$ cat config.mk
export PLATFORM = sky130hd
export DESIGN_NAME = spimsc_core
export DESIGN_NICKNAME = d
export VERILOG_FILES = /design/src/inc/spimsc_pkg.sv /design/src/rtl/spimsc_buf.sv /design/src/rtl/spimsc_core.sv
export SDC_FILE = /design/constraint.sdc
export NUM_CORES = 1
export LEC_CHECK = 0
export ABC_AREA = 1
export CAP_MARGIN = 30
export CORE_MARGIN = 2
export CORE_UTILIZATION = 59
export DETAILED_ROUTE_END_ITERATION = 7
export DONT_BUFFER_PORTS = 1
export GPL_TIMING_DRIVEN = 0
export PLACE_DENSITY = 0.75
export SETUP_SLACK_MARGIN = 0.15
export SLEW_MARGIN = 20
export SYNTH_ARGS = -nofsm -noshare
export SYNTH_HDL_FRONTEND = slang
export SYNTH_HIERARCHICAL = 1
export SYNTH_SLANG_ARGS = --single-unit
$ cat constraint.sdc
create_clock -name i_clk -period 2.6 [get_ports i_clk]
set_input_delay 0.26 -clock i_clk [delete_from_list [all_inputs] [get_ports i_clk]]
set_output_delay 0.26 -clock i_clk [all_outputs]
set_load 0.03 [all_outputs]
$ cat src/inc/spimsc_pkg.sv
`default_nettype none
package spimsc_pkg;
  localparam int SPIMSC_DATA_W = 8;
  localparam int SPIMSC_NUM_CS = 4;
  localparam int SPIMSC_BUF_DEPTH = 2;
  localparam logic [7:0] SPIMSC_DIV_MIN = 8'h01;
  localparam logic [7:0] SPIMSC_CNT_STEP = 8'h01;
  localparam logic [3:0] SPIMSC_CS_IDLE = 4'hF;
  localparam logic [3:0] SPIMSC_CS_ONE = 4'h1;

  typedef struct packed {
    logic clock_polarity_bit;
    logic clock_phase_bit;
    logic [7:0] baud_divider_field;
    logic [7:0] between_transfer_delay;
  } spimsc_cfg_type;

  typedef struct packed {
    logic tx_holding_empty_flag;
    logic rx_holding_full_flag;
    logic transfer_done_flag;
    logic rx_overrun_flag;
  } spimsc_status_type;

  localparam spimsc_status_type SPIMSC_STATUS_RST = '{
    tx_holding_empty_flag: 1'b1,
    rx_holding_full_flag: 1'b0,
    transfer_done_flag: 1'b1,
    rx_overrun_flag: 1'b0
  };

  typedef enum logic [2:0] {
    SPIMSC_IDLE = 3'h1,
    SPIMSC_SHIFT = 3'h2,
    SPIMSC_GAP = 3'h4
  } spimsc_state_type;
endpackage
`default_nettype wire

$ cat src/rtl/spimsc_buf.sv
`timescale 1ns/1ps
`default_nettype none
module spimsc_buf
  import spimsc_pkg::*;
#(
  parameter int WIDTH = SPIMSC_DATA_W,
  parameter int DEPTH = SPIMSC_BUF_DEPTH
)
(
  input wire logic i_clk,
  input wire logic i_rst,
  input wire logic i_valid,
  input wire logic [WIDTH-1:0] i_data,
  output logic o_ready,
  output logic o_valid,
  output logic [WIDTH-1:0] o_data,
  input wire logic i_ready
);
  // Skid structure only works for exactly two entries
  if (DEPTH != 2 || WIDTH < 1)
  begin : g_chk
    $error("spimsc_buf supports DEPTH 2 only");
  end

  logic spare_valid, next_spare_valid;
  logic [WIDTH-1:0] spare_data, next_spare_data;
  logic next_valid, next_ready;
  logic [WIDTH-1:0] next_data;
  logic push, pop;

  always_comb
  begin
    push = i_valid && o_ready;
    pop = o_valid && i_ready;
    next_valid = o_valid;
    next_data = o_data;
    next_spare_valid = spare_valid;
    next_spare_data = spare_data;
    if (pop || !o_valid)
    begin
      if (spare_valid)
      begin
        next_valid = 1'b1;
        next_data = spare_data;
        next_spare_valid = 1'b0;
      end
      else
      begin
        next_valid = push;
        next_data = push ? i_data : o_data;
      end
    end
    else if (push)
    begin
      next_spare_valid = 1'b1;
      next_spare_data = i_data;
    end
    // Ready from a flop, set from the next state, so it drops only when both slots are full
    next_ready = !next_spare_valid;
  end

  always_ff @(posedge i_clk or posedge i_rst)
  begin
    if (i_rst)
    begin
      o_valid <= 1'b0;
      o_data <= '0;
      spare_valid <= 1'b0;
      spare_data <= '0;
      o_ready <= 1'b1;
    end
    else
    begin
      o_valid <= next_valid;
      o_data <= next_data;
      spare_valid <= next_spare_valid;
      spare_data <= next_spare_data;
      o_ready <= next_ready;
    end
  end
endmodule
`default_nettype wire

$ cat src/rtl/spimsc_core.sv
// How it works
// Master: drives all chip selects and serial clock, MISO in, MOSI out.
// Slave: MISO out, MOSI in, chip select 0 is slave select input.
// Baud generator runs only as master; slave uses the external clock.
// Four modes from polarity and phase bits, mode 0 is polarity 0 phase 1.
// Polarity and phase of the chip-select config choose drive and sample edges.
// Both ends must share polarity and phase; master reconfigures per slave.
// Master, enabled: holding write starts transfer, word moves to shifter at once.
// Every bit shifted out also samples one bit into the same shifter.
// Chip-select field must be set before the holding register is written.
// Word written mid-transfer waits, then loads after received word is stored.
// Empty flag sets on move into shifter, clears on new holding write.
// Empty flag is the transmit DMA request.
// Done flag sets after last transfer and its between-transfer delay.
// Full flag sets when received word is stored, clears on read.
// Unread word overwritten sets overrun; status read clears it.
// One interrupt output for status events; the code raises it only for the full and overrun flags.
// Master clock divided by per-chip-select divider 1 to 255; zero forbidden.
// Slave takes clock only with slave select low, uses chip select 0 config.
// Words shift most significant bit first in both modes.
`timescale 1ns/1ps
`default_nettype none
module spimsc_core
  import spimsc_pkg::*;
#(
  parameter int DATA_W = SPIMSC_DATA_W
)
(
  input wire logic i_clk,
  input wire logic i_rst,
  input wire logic i_enable,
  input wire logic i_master_select_bit,
  input wire spimsc_cfg_type [SPIMSC_NUM_CS-1:0] i_cfg,
  input wire logic [1:0] i_chip_select_field,
  input wire logic i_tx_valid,
  input wire logic [DATA_W-1:0] i_tx_data,
  output logic o_tx_ready,
  output logic [DATA_W-1:0] o_rx_data,
  input wire logic i_rx_read,
  input wire logic i_status_read,
  output spimsc_status_type o_status,
  output logic o_tx_dma_req,
  output logic o_irq,
  output logic o_sclk,
  output logic o_sclk_oe,
  input wire logic i_sclk,
  output logic o_mosi,
  output logic o_mosi_oe,
  input wire logic i_mosi,
  output logic o_miso,
  output logic o_miso_oe,
  input wire logic i_miso,
  output logic [SPIMSC_NUM_CS-1:0] o_cs_n,
  output logic [SPIMSC_NUM_CS-1:0] o_cs_oe,
  input wire logic i_cs0_n
);
  localparam int HW = $clog2(2 * DATA_W);
  localparam logic [HW-1:0] LAST_HALF = HW'(2 * DATA_W - 1);
  localparam logic [HW-1:0] HALF_STEP = HW'(1);

  if (DATA_W < 2 || DATA_W > 32)
  begin : g_chk
    $error("spimsc_core DATA_W must be 2 to 32");
  end

  function automatic logic [SPIMSC_NUM_CS-1:0] cs_decode(input logic [1:0] idx);
    cs_decode = ~(SPIMSC_CS_ONE << idx);
  endfunction

  function automatic logic is_shift_half(input logic h0, input logic phase);
    is_shift_half = (h0 == phase);
  endfunction

  spimsc_state_type state, next_state;
  spimsc_status_type next_status;
  spimsc_cfg_type act_cfg;
  logic [DATA_W-1:0] shreg, next_shreg, hold, next_hold, next_rx_data, rx_word;
  logic [HW-1:0] half, next_half;
  logic [7:0] cnt, next_cnt, div_m1;
  logic [1:0] act_cs, next_act_cs;
  logic rx_bit, next_rx_bit, sclk_prev, next_sclk;
  logic next_irq, next_cs_oe_bit, next_miso_oe, next_mosi;
  logic [SPIMSC_NUM_CS-1:0] next_cs_n;
  logic master, slave_sel, baud_tick, bit_edge, in_bit, last, word_done, load_ok;
  logic buf_valid, hold_wr;
  logic [DATA_W-1:0] buf_data;

  // Holding register is fed through a two-entry skid so a stall loses no word
  spimsc_buf #(.WIDTH(DATA_W), .DEPTH(SPIMSC_BUF_DEPTH)) u_txbuf (
    .i_clk(i_clk),
    .i_rst(i_rst),
    .i_valid(i_tx_valid),
    .i_data(i_tx_data),
    .o_ready(o_tx_ready),
    .o_valid(buf_valid),
    .o_data(buf_data),
    .i_ready(o_status.tx_holding_empty_flag)
  );

  assign master = i_master_select_bit;
  assign slave_sel = !master && !i_cs0_n;
  assign act_cfg = master ? i_cfg[act_cs] : i_cfg[0]; // see R5 see R6
  // Zero divider is illegal; treated as one rather than stalling forever
  assign div_m1 = (act_cfg.baud_divider_field < SPIMSC_DIV_MIN) ? 8'h00
                : act_cfg.baud_divider_field - SPIMSC_DIV_MIN;
  assign baud_tick = master && state == SPIMSC_SHIFT && cnt == div_m1;
  assign bit_edge = master ? baud_tick
                  : (slave_sel && state == SPIMSC_SHIFT && i_sclk != sclk_prev);
  assign in_bit = master ? i_miso : i_mosi; // see R1
  assign last = half == LAST_HALF;
  assign word_done = bit_edge && last;
  assign hold_wr = buf_valid && o_status.tx_holding_empty_flag;
  assign load_ok = !o_status.tx_holding_empty_flag && (i_enable || !master);

  always_comb
  begin
    next_state = state;
    next_status = o_status;
    next_shreg = shreg;
    next_hold = hold;
    next_rx_data = o_rx_data;
    next_half = half;
    next_cnt = cnt;
    next_act_cs = act_cs;
    next_rx_bit = rx_bit;
    next_sclk = o_sclk;
    rx_word = shreg;
    if (i_rx_read)
    begin
      next_status.rx_holding_full_flag = 1'b0;
    end
    if (i_status_read)
    begin
      next_status.rx_overrun_flag = 1'b0;
    end
    if (hold_wr)
    begin
      next_hold = buf_data;
      next_status.tx_holding_empty_flag = 1'b0;
    end
    // Shift and sample on the edges picked by phase, MSB first
    if (bit_edge)
    begin
      if (is_shift_half(half[0], act_cfg.clock_phase_bit)) // see R4
      begin
        if (act_cfg.clock_phase_bit || half != '0)
        begin
          next_shreg = {shreg[DATA_W-2:0], rx_bit}; // see R8
        end
      end
      else
      begin
        next_rx_bit = in_bit;
        if (last)
        begin
          next_shreg = {shreg[DATA_W-2:0], in_bit};
        end
      end
      rx_word = next_shreg;
      next_half = half + HALF_STEP;
    end
    case (state)
      SPIMSC_IDLE:
      begin
        if (master)
        begin
          // Idle level follows the target, not the last chip select used
          next_sclk = i_cfg[i_chip_select_field].clock_polarity_bit;
        end
        if ((master && i_enable) || slave_sel)
        begin
          next_half = '0;
          next_cnt = '0;
          next_state = (master && !load_ok) ? SPIMSC_IDLE : SPIMSC_SHIFT;
          if (load_ok)
          begin
            next_shreg = hold;
            next_status.tx_holding_empty_flag = 1'b1;
            next_status.transfer_done_flag = 1'b0;
            next_act_cs = master ? i_chip_select_field : 2'h0;
          end
        end
      end
      SPIMSC_SHIFT:
      begin
        if (bit_edge)
        begin
          next_cnt = '0;
          if (master)
          begin
            next_sclk = !o_sclk;
          end
          if (last)
          begin
            next_rx_data = rx_word;
            next_status.rx_holding_full_flag = 1'b1;
            if (o_status.rx_holding_full_flag && !i_rx_read)
            begin
              next_status.rx_overrun_flag = 1'b1;
            end
            next_half = '0;
            if (master)
            begin
              next_state = SPIMSC_GAP;
            end
            else if (load_ok)
            begin
              next_shreg = hold;
              next_status.tx_holding_empty_flag = 1'b1;
            end
          end
        end
        else if (master)
        begin
          next_cnt = cnt + SPIMSC_CNT_STEP;
        end
        if (!master && !slave_sel)
        begin
          // Slave select released mid-word drops the partial word
          next_state = SPIMSC_IDLE;
        end
      end
      SPIMSC_GAP:
      begin
        if (!master)
        begin
          next_state = SPIMSC_IDLE;
        end
        else if (cnt >= act_cfg.between_transfer_delay)
        begin
          next_cnt = '0;
          if (load_ok)
          begin
            next_shreg = hold;
            next_status.tx_holding_empty_flag = 1'b1;
            next_act_cs = i_chip_select_field;
            next_sclk = i_cfg[i_chip_select_field].clock_polarity_bit;
            next_state = SPIMSC_SHIFT;
          end
          else
          begin
            next_status.transfer_done_flag = 1'b1;
            next_state = SPIMSC_IDLE;
          end
        end
        else
        begin
          next_cnt = cnt + SPIMSC_CNT_STEP;
        end
      end
      default:
      begin
        next_state = SPIMSC_IDLE;
      end
    endcase
    next_cs_oe_bit = master; // see R1
    next_miso_oe = slave_sel;
    // Phase 0 last sample lands on a trailing edge; MOSI held there for hold time
    next_mosi = (bit_edge && last && !act_cfg.clock_phase_bit) ? o_mosi
              : next_shreg[DATA_W-1];
    next_cs_n = (master && next_state != SPIMSC_IDLE) ? cs_decode(next_act_cs)
              : SPIMSC_CS_IDLE;
    next_irq = next_status.rx_holding_full_flag || next_status.rx_overrun_flag;
  end

  always_ff @(posedge i_clk or posedge i_rst)
  begin
    if (i_rst)
    begin
      state <= SPIMSC_IDLE;
      o_status <= SPIMSC_STATUS_RST;
      shreg <= '0;
      hold <= '0;
      o_rx_data <= '0;
      half <= '0;
      cnt <= '0;
      act_cs <= 2'h0;
      rx_bit <= 1'b0;
      sclk_prev <= 1'b0;
      o_sclk <= 1'b0;
      o_sclk_oe <= 1'b0;
      o_mosi_oe <= 1'b0;
      o_mosi <= 1'b0;
      o_miso_oe <= 1'b0;
      o_cs_oe <= '0;
      o_cs_n <= SPIMSC_CS_IDLE;
      o_tx_dma_req <= 1'b1;
      o_irq <= 1'b0;
    end
    else
    begin
      state <= next_state;
      o_status <= next_status;
      shreg <= next_shreg;
      hold <= next_hold;
      o_rx_data <= next_rx_data;
      half <= next_half;
      cnt <= next_cnt;
      act_cs <= next_act_cs;
      rx_bit <= next_rx_bit;
      sclk_prev <= i_sclk;
      o_sclk <= next_sclk;
      o_sclk_oe <= next_cs_oe_bit;
      o_mosi_oe <= next_cs_oe_bit;
      o_mosi <= next_mosi;
      o_miso_oe <= next_miso_oe;
      o_cs_oe <= {SPIMSC_NUM_CS{next_cs_oe_bit}};
      o_cs_n <= next_cs_n;
      o_tx_dma_req <= next_status.tx_holding_empty_flag;
      o_irq <= next_irq;
    end
  end

  assign o_miso = shreg[DATA_W-1];
endmodule
`default_nettype wire

==> metrics.cfg, run 1 <==
[sta]
worstMarginPinSlew_ns = 0.7122
min_period_over_period_pct = 118.6
fin_skew_ns = 0.01205
min_period_ns = 3.082
slew_violations = 0
finalSetupViolations = 43
rsz0062_at_grt = yes
slew_headroom_pct = 52.47
timing.fmax_ghz = 0.3244
hold_viol_final = 0
setup_ws_ns = -0.4825

[yosys]
ys_seq_area_share_pct = 34.63
synth_largest_area_cell = dfrtp_1
synth_most_common_cell = nand2_1
synth-main-ff-cell = dfrtp_1
synthDistinctLibCells = 46
syn_area_um2 = 5448
synth_top_area_share_pct = 30.78
synth.yosys.warnings = 6
synth_commonest_cells = nand2_1, inv_1, nand3_1, dfrtp_1, nor2_1
synth-edff-count = 0
syn_nets = 912
synthTopCellsByArea = dfrtp_1, nand2_1, nand3_1
avgSynthCellArea_um2 = 6.751
ys_seq_elements = 75
synthCells = 807
synthArstFlopShare_pct = 100.0

[die]
num_rows = 35
initial_utilization_pct = 59.81
die-area_um2 = 10020
core_area_um2 = 9109
die_y_um = 100.1
die_x_um = 100.1
ioPinCount = 122

[place]
portBuffers = 0
numPlacedInstances = 918
placed_area_um2 = 5655
gp_congestion = 0.9464
dp_hpwl_um = 11350

[power]
switching_share_pct = 47.36
powerDensity_nw_per_um2 = 1003
vdd_drop_max_mv = 0.6616
power_frac_clock_pct = 16.6
power.leakage_nw = 3.443
total_power_mw = 6.801
intPower_mw = 3.580
comb_power_share_pct = 55.0
p_sw_mw = 3.221
pwr-share-seq_pct = 28.4

[final_layout]
fin_cells = 979
layout-drive-gt1-share_pct = 25.00
final_nets = 968
n_antenna_cell = 0
fillers = 711
final_core_util_pct = 74.41
synthToLayoutAreaGrowth_pct = 24.41
design_area_um2 = 6778

[flow_run]
maxCapViolCount = 0

[global_route]
antenna_found_initial = 0
grt_pass1_wl_um = 25470
grt_max_degree = 57
grt_pass1_vias = 5559
grt_overflow = 0
track_usage_pct = 31.94

[worst_setup_path]
crit_start = act_cs[1]$_DFF_PP0_
cp_data_required_time_ns = 2.86
crit_path_end_kind = flop
worstPathArrival_ns = 3.34
worst-path-max-fanout = 10
reg2reg_from = act_cs[1]$_DFF_PP0_
worst_setup_path_start_kind = flop
crit_type = flop to flop
reg2reg_slack_ns = -0.48

[detailed_routing]
num_vias = 5793
drtPass1Iterations = 5
viasPerCell = 5.917
wire_per_inst_um = 17.29
drcViolationCount = 0
first_iter_violations = 312
wl_um = 16930
postRouteAntennaNets = 0

[clock_network]
clockBufferDepth = 2
clk_latency_ns = 0.36
numCtsBuffers = 9
clk_pin_slew_ns = 0.09
clock-root-buffer = clkbuf_8
htreeDepth = 3
clock_sinks = 75
tritoncts = built

[worst_hold_path]
hp-start = i_tx_data[3]
hold_path_class = primary input to flop

[outcome]
violations = negative setup slack
status = finished, violations left

power groups by stage:
stage	registers (mW)	logic [mW]	clock network, mW
after CTS	1.91	3.40	1.13
after global routing	1.97	4.11	1.17
after global placement	1.91	2.91	0
after floorplan	1.85	2.39	0
after detailed placement	1.92	2.99	0
final	1.93	3.74	1.13
kinds of logic (layout without fill, tap and decap cells):
kind of cell / count (synthesis) / count (layout) / synth area share, %
adders and majority gates: 12 / 12 / 2.756
DFF: 75 / 75 / 34.63
buffers and inverters: 126 / 184 / 10.29
xor gates and xnor gates: 8 / 8 / 1.286
AOI/OAI and AO/OA: 121 / 121 / 12.61
muxes: 8 / 8 / 1.654
and+or+nand+nor: 457 / 460 / 36.77
metrics by stage:
stage                     setup WS, ns  hold slack [ns]  TNS, ns
after floorplan                -0.1265           0.2104  -0.9080
after global placement         -0.5739           0.2852   -16.41
after detailed placement       -0.6813           0.2868   -19.22
after CTS                      -0.2779         0.003297   -7.468
after global routing           -0.7193         0.005657   -21.13
final                          -0.4825        0.0009373   -12.76
cell usage in the layout (no fill, tap or decap), drive strengths merged, types with 2 or more instances in the layout:
master       count
nand2          288
inv            100
nand3           76
nor2            74
dfrtp           67
buf             62
o21ai           53
a21oi           34
clkbuf          13
o211ai          12
ha              12
nor3             9
nand4            8
dfstp            8
o22ai            8
mux2             8
o21a             5
xor2             5
dlygate4sd3      4
xnor2            3
bufinv           3
o21bai           2
nand3b           2
a211oi           2
flip-flops by register name, indices dropped and copies added, names as in the netlist, 2 cells and up:
signal and flops:
half 4, u_txbuf/spare_data 8, shreg 8, hold 8, state 3, o_rx_data 8
act_cs 2, o_status 3, cnt 8, o_cs_n 4, u_txbuf/o_data 8
final cells by class:
cell class,instances,area [µm²],share of cell area [%]
multi-input combinational,609,3488,51.47
sequential,75,1888,27.86
timing repair buffer,42,400.4,5.907
inverter,98,382.9,5.649
buffer,28,231.5,3.415
tap,111,138.9,2.049
clock buffer,9,123.9,1.828
clock inverter,7,123.9,1.828
what timing repair did:
item / in CTS / in global routing
pin swaps: 21 / 27
endpoints found under the setup margin: 44 / 45
endpoints found under the hold margin: 70 / 0
resized for setup: 75 / 59
buffers inserted: 24 / 11
hold buffers: 4 / 0
gates cloned: 5 / 1
final timing paths:
path | end | depth (start not counted)
max | o_mosi$_DFFE_PP0N_ | 26
min | u_txbuf/spare_data[3]$_DFFE_PP0P_ | 2
max reg2reg | o_mosi$_DFFE_PP0N_ | 26
min reg2reg | u_txbuf/spare_data[0]$_DFFE_PP0P_ | 2
max in group asynchronous | act_cs[0]$_DFF_PP0_ | 2
min in group asynchronous | o_sclk$_DFFE_PP0P_ | 2
metal layers:
metal  part of all wire, %  vias up  global-route usage, %
li1                      -     2727                      -
met1                    38     2710                  36.67
met2                    51      283                  58.42
met3                   7.0       73                  5.153
met4                   4.0        0                  14.23
met5                     0        -                      0
critical path, stage by stage, from the launching register on:
cell	delay, ns
dfrtp_1	0.35
buf_6	0.12
inv_2	0.07
buf_6	0.15
nand3_2	0.08
nand3_2	0.08
nand2_2	0.12
ha_4	0.16
nand3_4	0.06
nor2_4	0.23
nand3_4	0.17
nand3_2	0.12
nand2_2	0.06
nor2_2	0.11
nand3_2	0.09
nor2_4	0.18
nand2_4	0.10
nand2_8	0.11
nand2_4	0.06
nand3_2	0.08
nand2_2	0.07
nand2_1	0.08
nand2_1	0.05
nand2_1	0.09
nand2_1	0.06
nand3_1	0.08
nand2_1	0.06
(Power assumes the default switching activity.)
==> run 2, diff against run 1 <==
CORE_MARGIN = 4   (was 2)
==> run 2 against run 1 <==
  * The run still ends with negative setup slack left
  * Global-route usage shrank 2.0 points
  * Die area grew 8.2%
  * Largest cell class unchanged
  * Critical path depth shrank 4
  * Register-to-register slack lost 0.04 ns
  * Final area grew 5.5%
  * Highest routed layer unchanged
  * Critical endpoint unchanged
  * Maximum frequency shrank 1.3%
  * Non-clock buffer count grew 11
==> metrics.cfg, run 2 (synthesis gave the netlist of run 1 again) <==
[detailed_routing]
first_iter_violations = 470  ; was 312
drcViolationCount = 0  ; unchanged
wl_um = 17980  ; was 16930 µm
route.met2.wl_um = 9248  ; was 8705 µm
num_vias = 5981  ; was 5793
viasPerCell = 6.072  ; was 5.917
wire_per_inst_um = 18.25  ; was 17.29 µm
postRouteAntennaNets = 0  ; unchanged
wirelength_met1_um = 6685  ; was 6356 µm
drtPass1Iterations = 7  ; was 5
met3_length_um = 1291  ; was 1191 µm
top_layer = met4  ; unchanged

[die]
initial_utilization_pct = 61.57  ; was 59.81%
die-area_um2 = 10830  ; was 10020 µm²
num_rows = 34  ; was 35
die_y_um = 104.1  ; was 100.1 µm
die_x_um = 104.1  ; was 100.1 µm
ioPinCount = 122  ; unchanged
core_area_um2 = 8848  ; was 9109 µm²

[sta]
whs_ns = 0.01385  ; was 0.0009373 ns
setup_ws_ns = -0.5222  ; was -0.4825 ns
min_period_over_period_pct = 120.1  ; was 118.6%
min_period_ns = 3.122  ; was 3.082 ns
rsz0062_at_grt = yes  ; unchanged
slew_violations = 0  ; unchanged
slew_headroom_pct = 52.22  ; was 52.47%
finalSetupViolations = 43  ; unchanged
worstMarginPinSlew_ns = 0.7160  ; was 0.7122 ns
hold_viol_final = 0  ; unchanged
fin_skew_ns = 0.009683  ; was 0.01205 ns
timing.fmax_ghz = 0.3203  ; was 0.3244 GHz

[power]
powerDensity_nw_per_um2 = 973.7  ; was 1003 nW/µm²
power.leakage_nw = 3.550  ; was 3.443 nW
total_power_mw = 6.964  ; was 6.801 mW
vdd_drop_max_mv = 0.6355  ; was 0.6616 mV

[worst_setup_path]
cp_data_required_time_ns = 2.85  ; was 2.86 ns
worstRegToRegCells = 22  ; was 26
crit_path_end_kind = flop  ; unchanged
r2r-end = o_mosi$_DFFE_PP0N_  ; unchanged
worst_setup_path_start_kind = flop  ; unchanged
crit_type = flop to flop  ; unchanged
worst-path-max-fanout = 6  ; was 10
reg2reg_slack_ns = -0.52  ; was -0.48 ns
reg2reg_from = act_cs[1]$_DFF_PP0_  ; unchanged
worstPathArrival_ns = 3.37  ; was 3.34 ns

[clock_network]
clock-root-buffer = clkbuf_8  ; unchanged
numCtsBuffers = 9  ; unchanged
htreeDepth = 3  ; unchanged
tritoncts = built  ; unchanged
clk_pin_slew_ns = 0.08  ; was 0.09 ns
clock_sinks = 75  ; unchanged
clockBufferDepth = 2  ; unchanged
clk_latency_ns = 0.35  ; was 0.36 ns

[final_layout]
layout-drive-gt1-share_pct = 31.81  ; was 25.00%
fillers = 586  ; was 711
multi_input_area_um2 = 3771  ; was 3488 µm²
final_nets = 978  ; was 968
n_antenna_cell = 0  ; unchanged
synthToLayoutAreaGrowth_pct = 31.28  ; was 24.41%
layout.cells.most_common = nand2_1  ; unchanged
area.sequential_um2 = 1888  ; unchanged
final_cell_mix = nand2_1, inv_1, dfrtp_1  ; unchanged
final_core_util_pct = 80.83  ; was 74.41%
design_area_um2 = 7152  ; was 6778 µm²

[global_route]
antenna_found_initial = 0  ; unchanged
grt_max_degree = 57  ; unchanged
grt_pass1_wl_um = 26610  ; was 25470 µm
grt_pass1_vias = 5672  ; was 5559
track_usage_pct = 29.96  ; was 31.94%
grt_overflow = 0  ; unchanged

[worst_hold_path]
min_to = u_txbuf/spare_data[4]$_DFFE_PP0P_  ; was u_txbuf/spare_data[3]$_DFFE_PP0P_
hp-start = i_tx_data[4]  ; was i_tx_data[3]
hold_path_class = primary input to flop  ; unchanged
holdPathStages = 2  ; unchanged

[outcome]
status = finished, violations left  ; unchanged
violations = negative setup slack  ; unchanged

[place]
gp_congestion = 0.9629  ; was 0.9464
dp_hpwl_um = 11690  ; was 11350 µm
placed_area_um2 = 5652  ; was 5655 µm²
place_ws_ns = -0.6271  ; was -0.6813 ns
portBuffers = 0  ; unchanged

[flow_run]
maxCapViolCount = 0  ; unchanged

run 2: changes by cell type in the layout (fill, tap and decap cells not counted), moves of 7 or more:
cell | before | now
a21oi_1 | 21 | 14
buf_6 | 14 | 25
nand2_1 | 248 | 226
nand2_2 | 25 | 42
nand3_2 | 17 | 24
nor2_1 | 54 | 46
o21ai_0 | 34 | 25
run 2: how the worst max path moves through the flow:
stage | slack [ns] | cells after the start | end | from
global placement | -0.54 | 17 | shreg[3]$_DFF_PP0_ | i_master_select_bit
floorplan | -0.13 | 26 | o_mosi$_DFFE_PP0N_ | act_cs[0]$_DFF_PP0_
CTS | -0.28 | 24 | cnt[5]$_DFFE_PP0P_ | act_cs[0]$_DFF_PP0_
detailed placement | -0.63 | 18 | shreg[3]$_DFF_PP0_ | act_cs[0]$_DFF_PP0_
global route | -0.67 | 22 | o_mosi$_DFFE_PP0N_ | act_cs[1]$_DFF_PP0_
finish | -0.52 | 22 | o_mosi$_DFFE_PP0N_ | act_cs[1]$_DFF_PP0_
run 2: area by class of cell:
| class | count | share of cell area (%) |
|---|---|---|
| sequential | 75 | 26.40 |
| buffer | 28 | 3.324 |
| tap | 108 | 1.889 |
| multi-input combinational | 608 | 52.73 |
| timing repair buffer | 53 | 7.715 |
| clock buffer | 10 | 1.784 |
| clock inverter | 5 | 0.7698 |
| inverter | 98 | 5.388 |
run 2: routing by layer:
layer	vias up	track usage [%]
met1	2856	33.41
met5	-	0
met2	304	53.71
met3	87	7.138
li1	2734	-
met4	0	13.96
run 2: worst max-delay path, cell delays in order (launching register included):
cell and delay, ns:
dfrtp_1 0.35, buf_6 0.14, inv_6 0.05, buf_6 0.13, buf_6 0.13, nor2_2 0.13, o21ai_1 0.09, a21oi_1 0.20
a21oi_1 0.08, ha_1 0.31, nand2_2 0.07, nor2_4 0.09, nand4_1 0.17, nand4_1 0.19, nand2_1 0.10, nor2_1 0.12
inv_1 0.09, a21oi_2 0.13, o21bai_1 0.10, a21oi_2 0.17, nand2_1 0.08, nand3_1 0.07, nand2_1 0.05
run 2: what timing repair did:
item                                    in CTS  in global routing
setup buffers                               32                 13
endpoints found under the hold margin       70                  0
endpoints found under the setup margin      44                 45
pin swaps                                   42                 58
resized for setup                          110                117
hold buffers                                 4                  0
gates cloned                                 6                  0
run 2: report_power, final:
group / internal [mW] / switching [mW] / leakage [nW] / total (mW)
clock: 0.435 / 0.445 / 0.0881 / 0.880
combinational: 1.59 / 2.56 / 2.52 / 4.16
sequential: 1.55 / 0.379 / 0.947 / 1.93
run 2: per-stage QoR:
step / TNS [ns] / instances
2_1_floorplan: -0.9080 / 807
3_3_place_gp: -16.61 / 915
3_5_place_dp: -19.53 / 915
4_1_cts: -7.712 / 972
5_1_grt: -21.51 / 985
6_report: -16.16 / 985
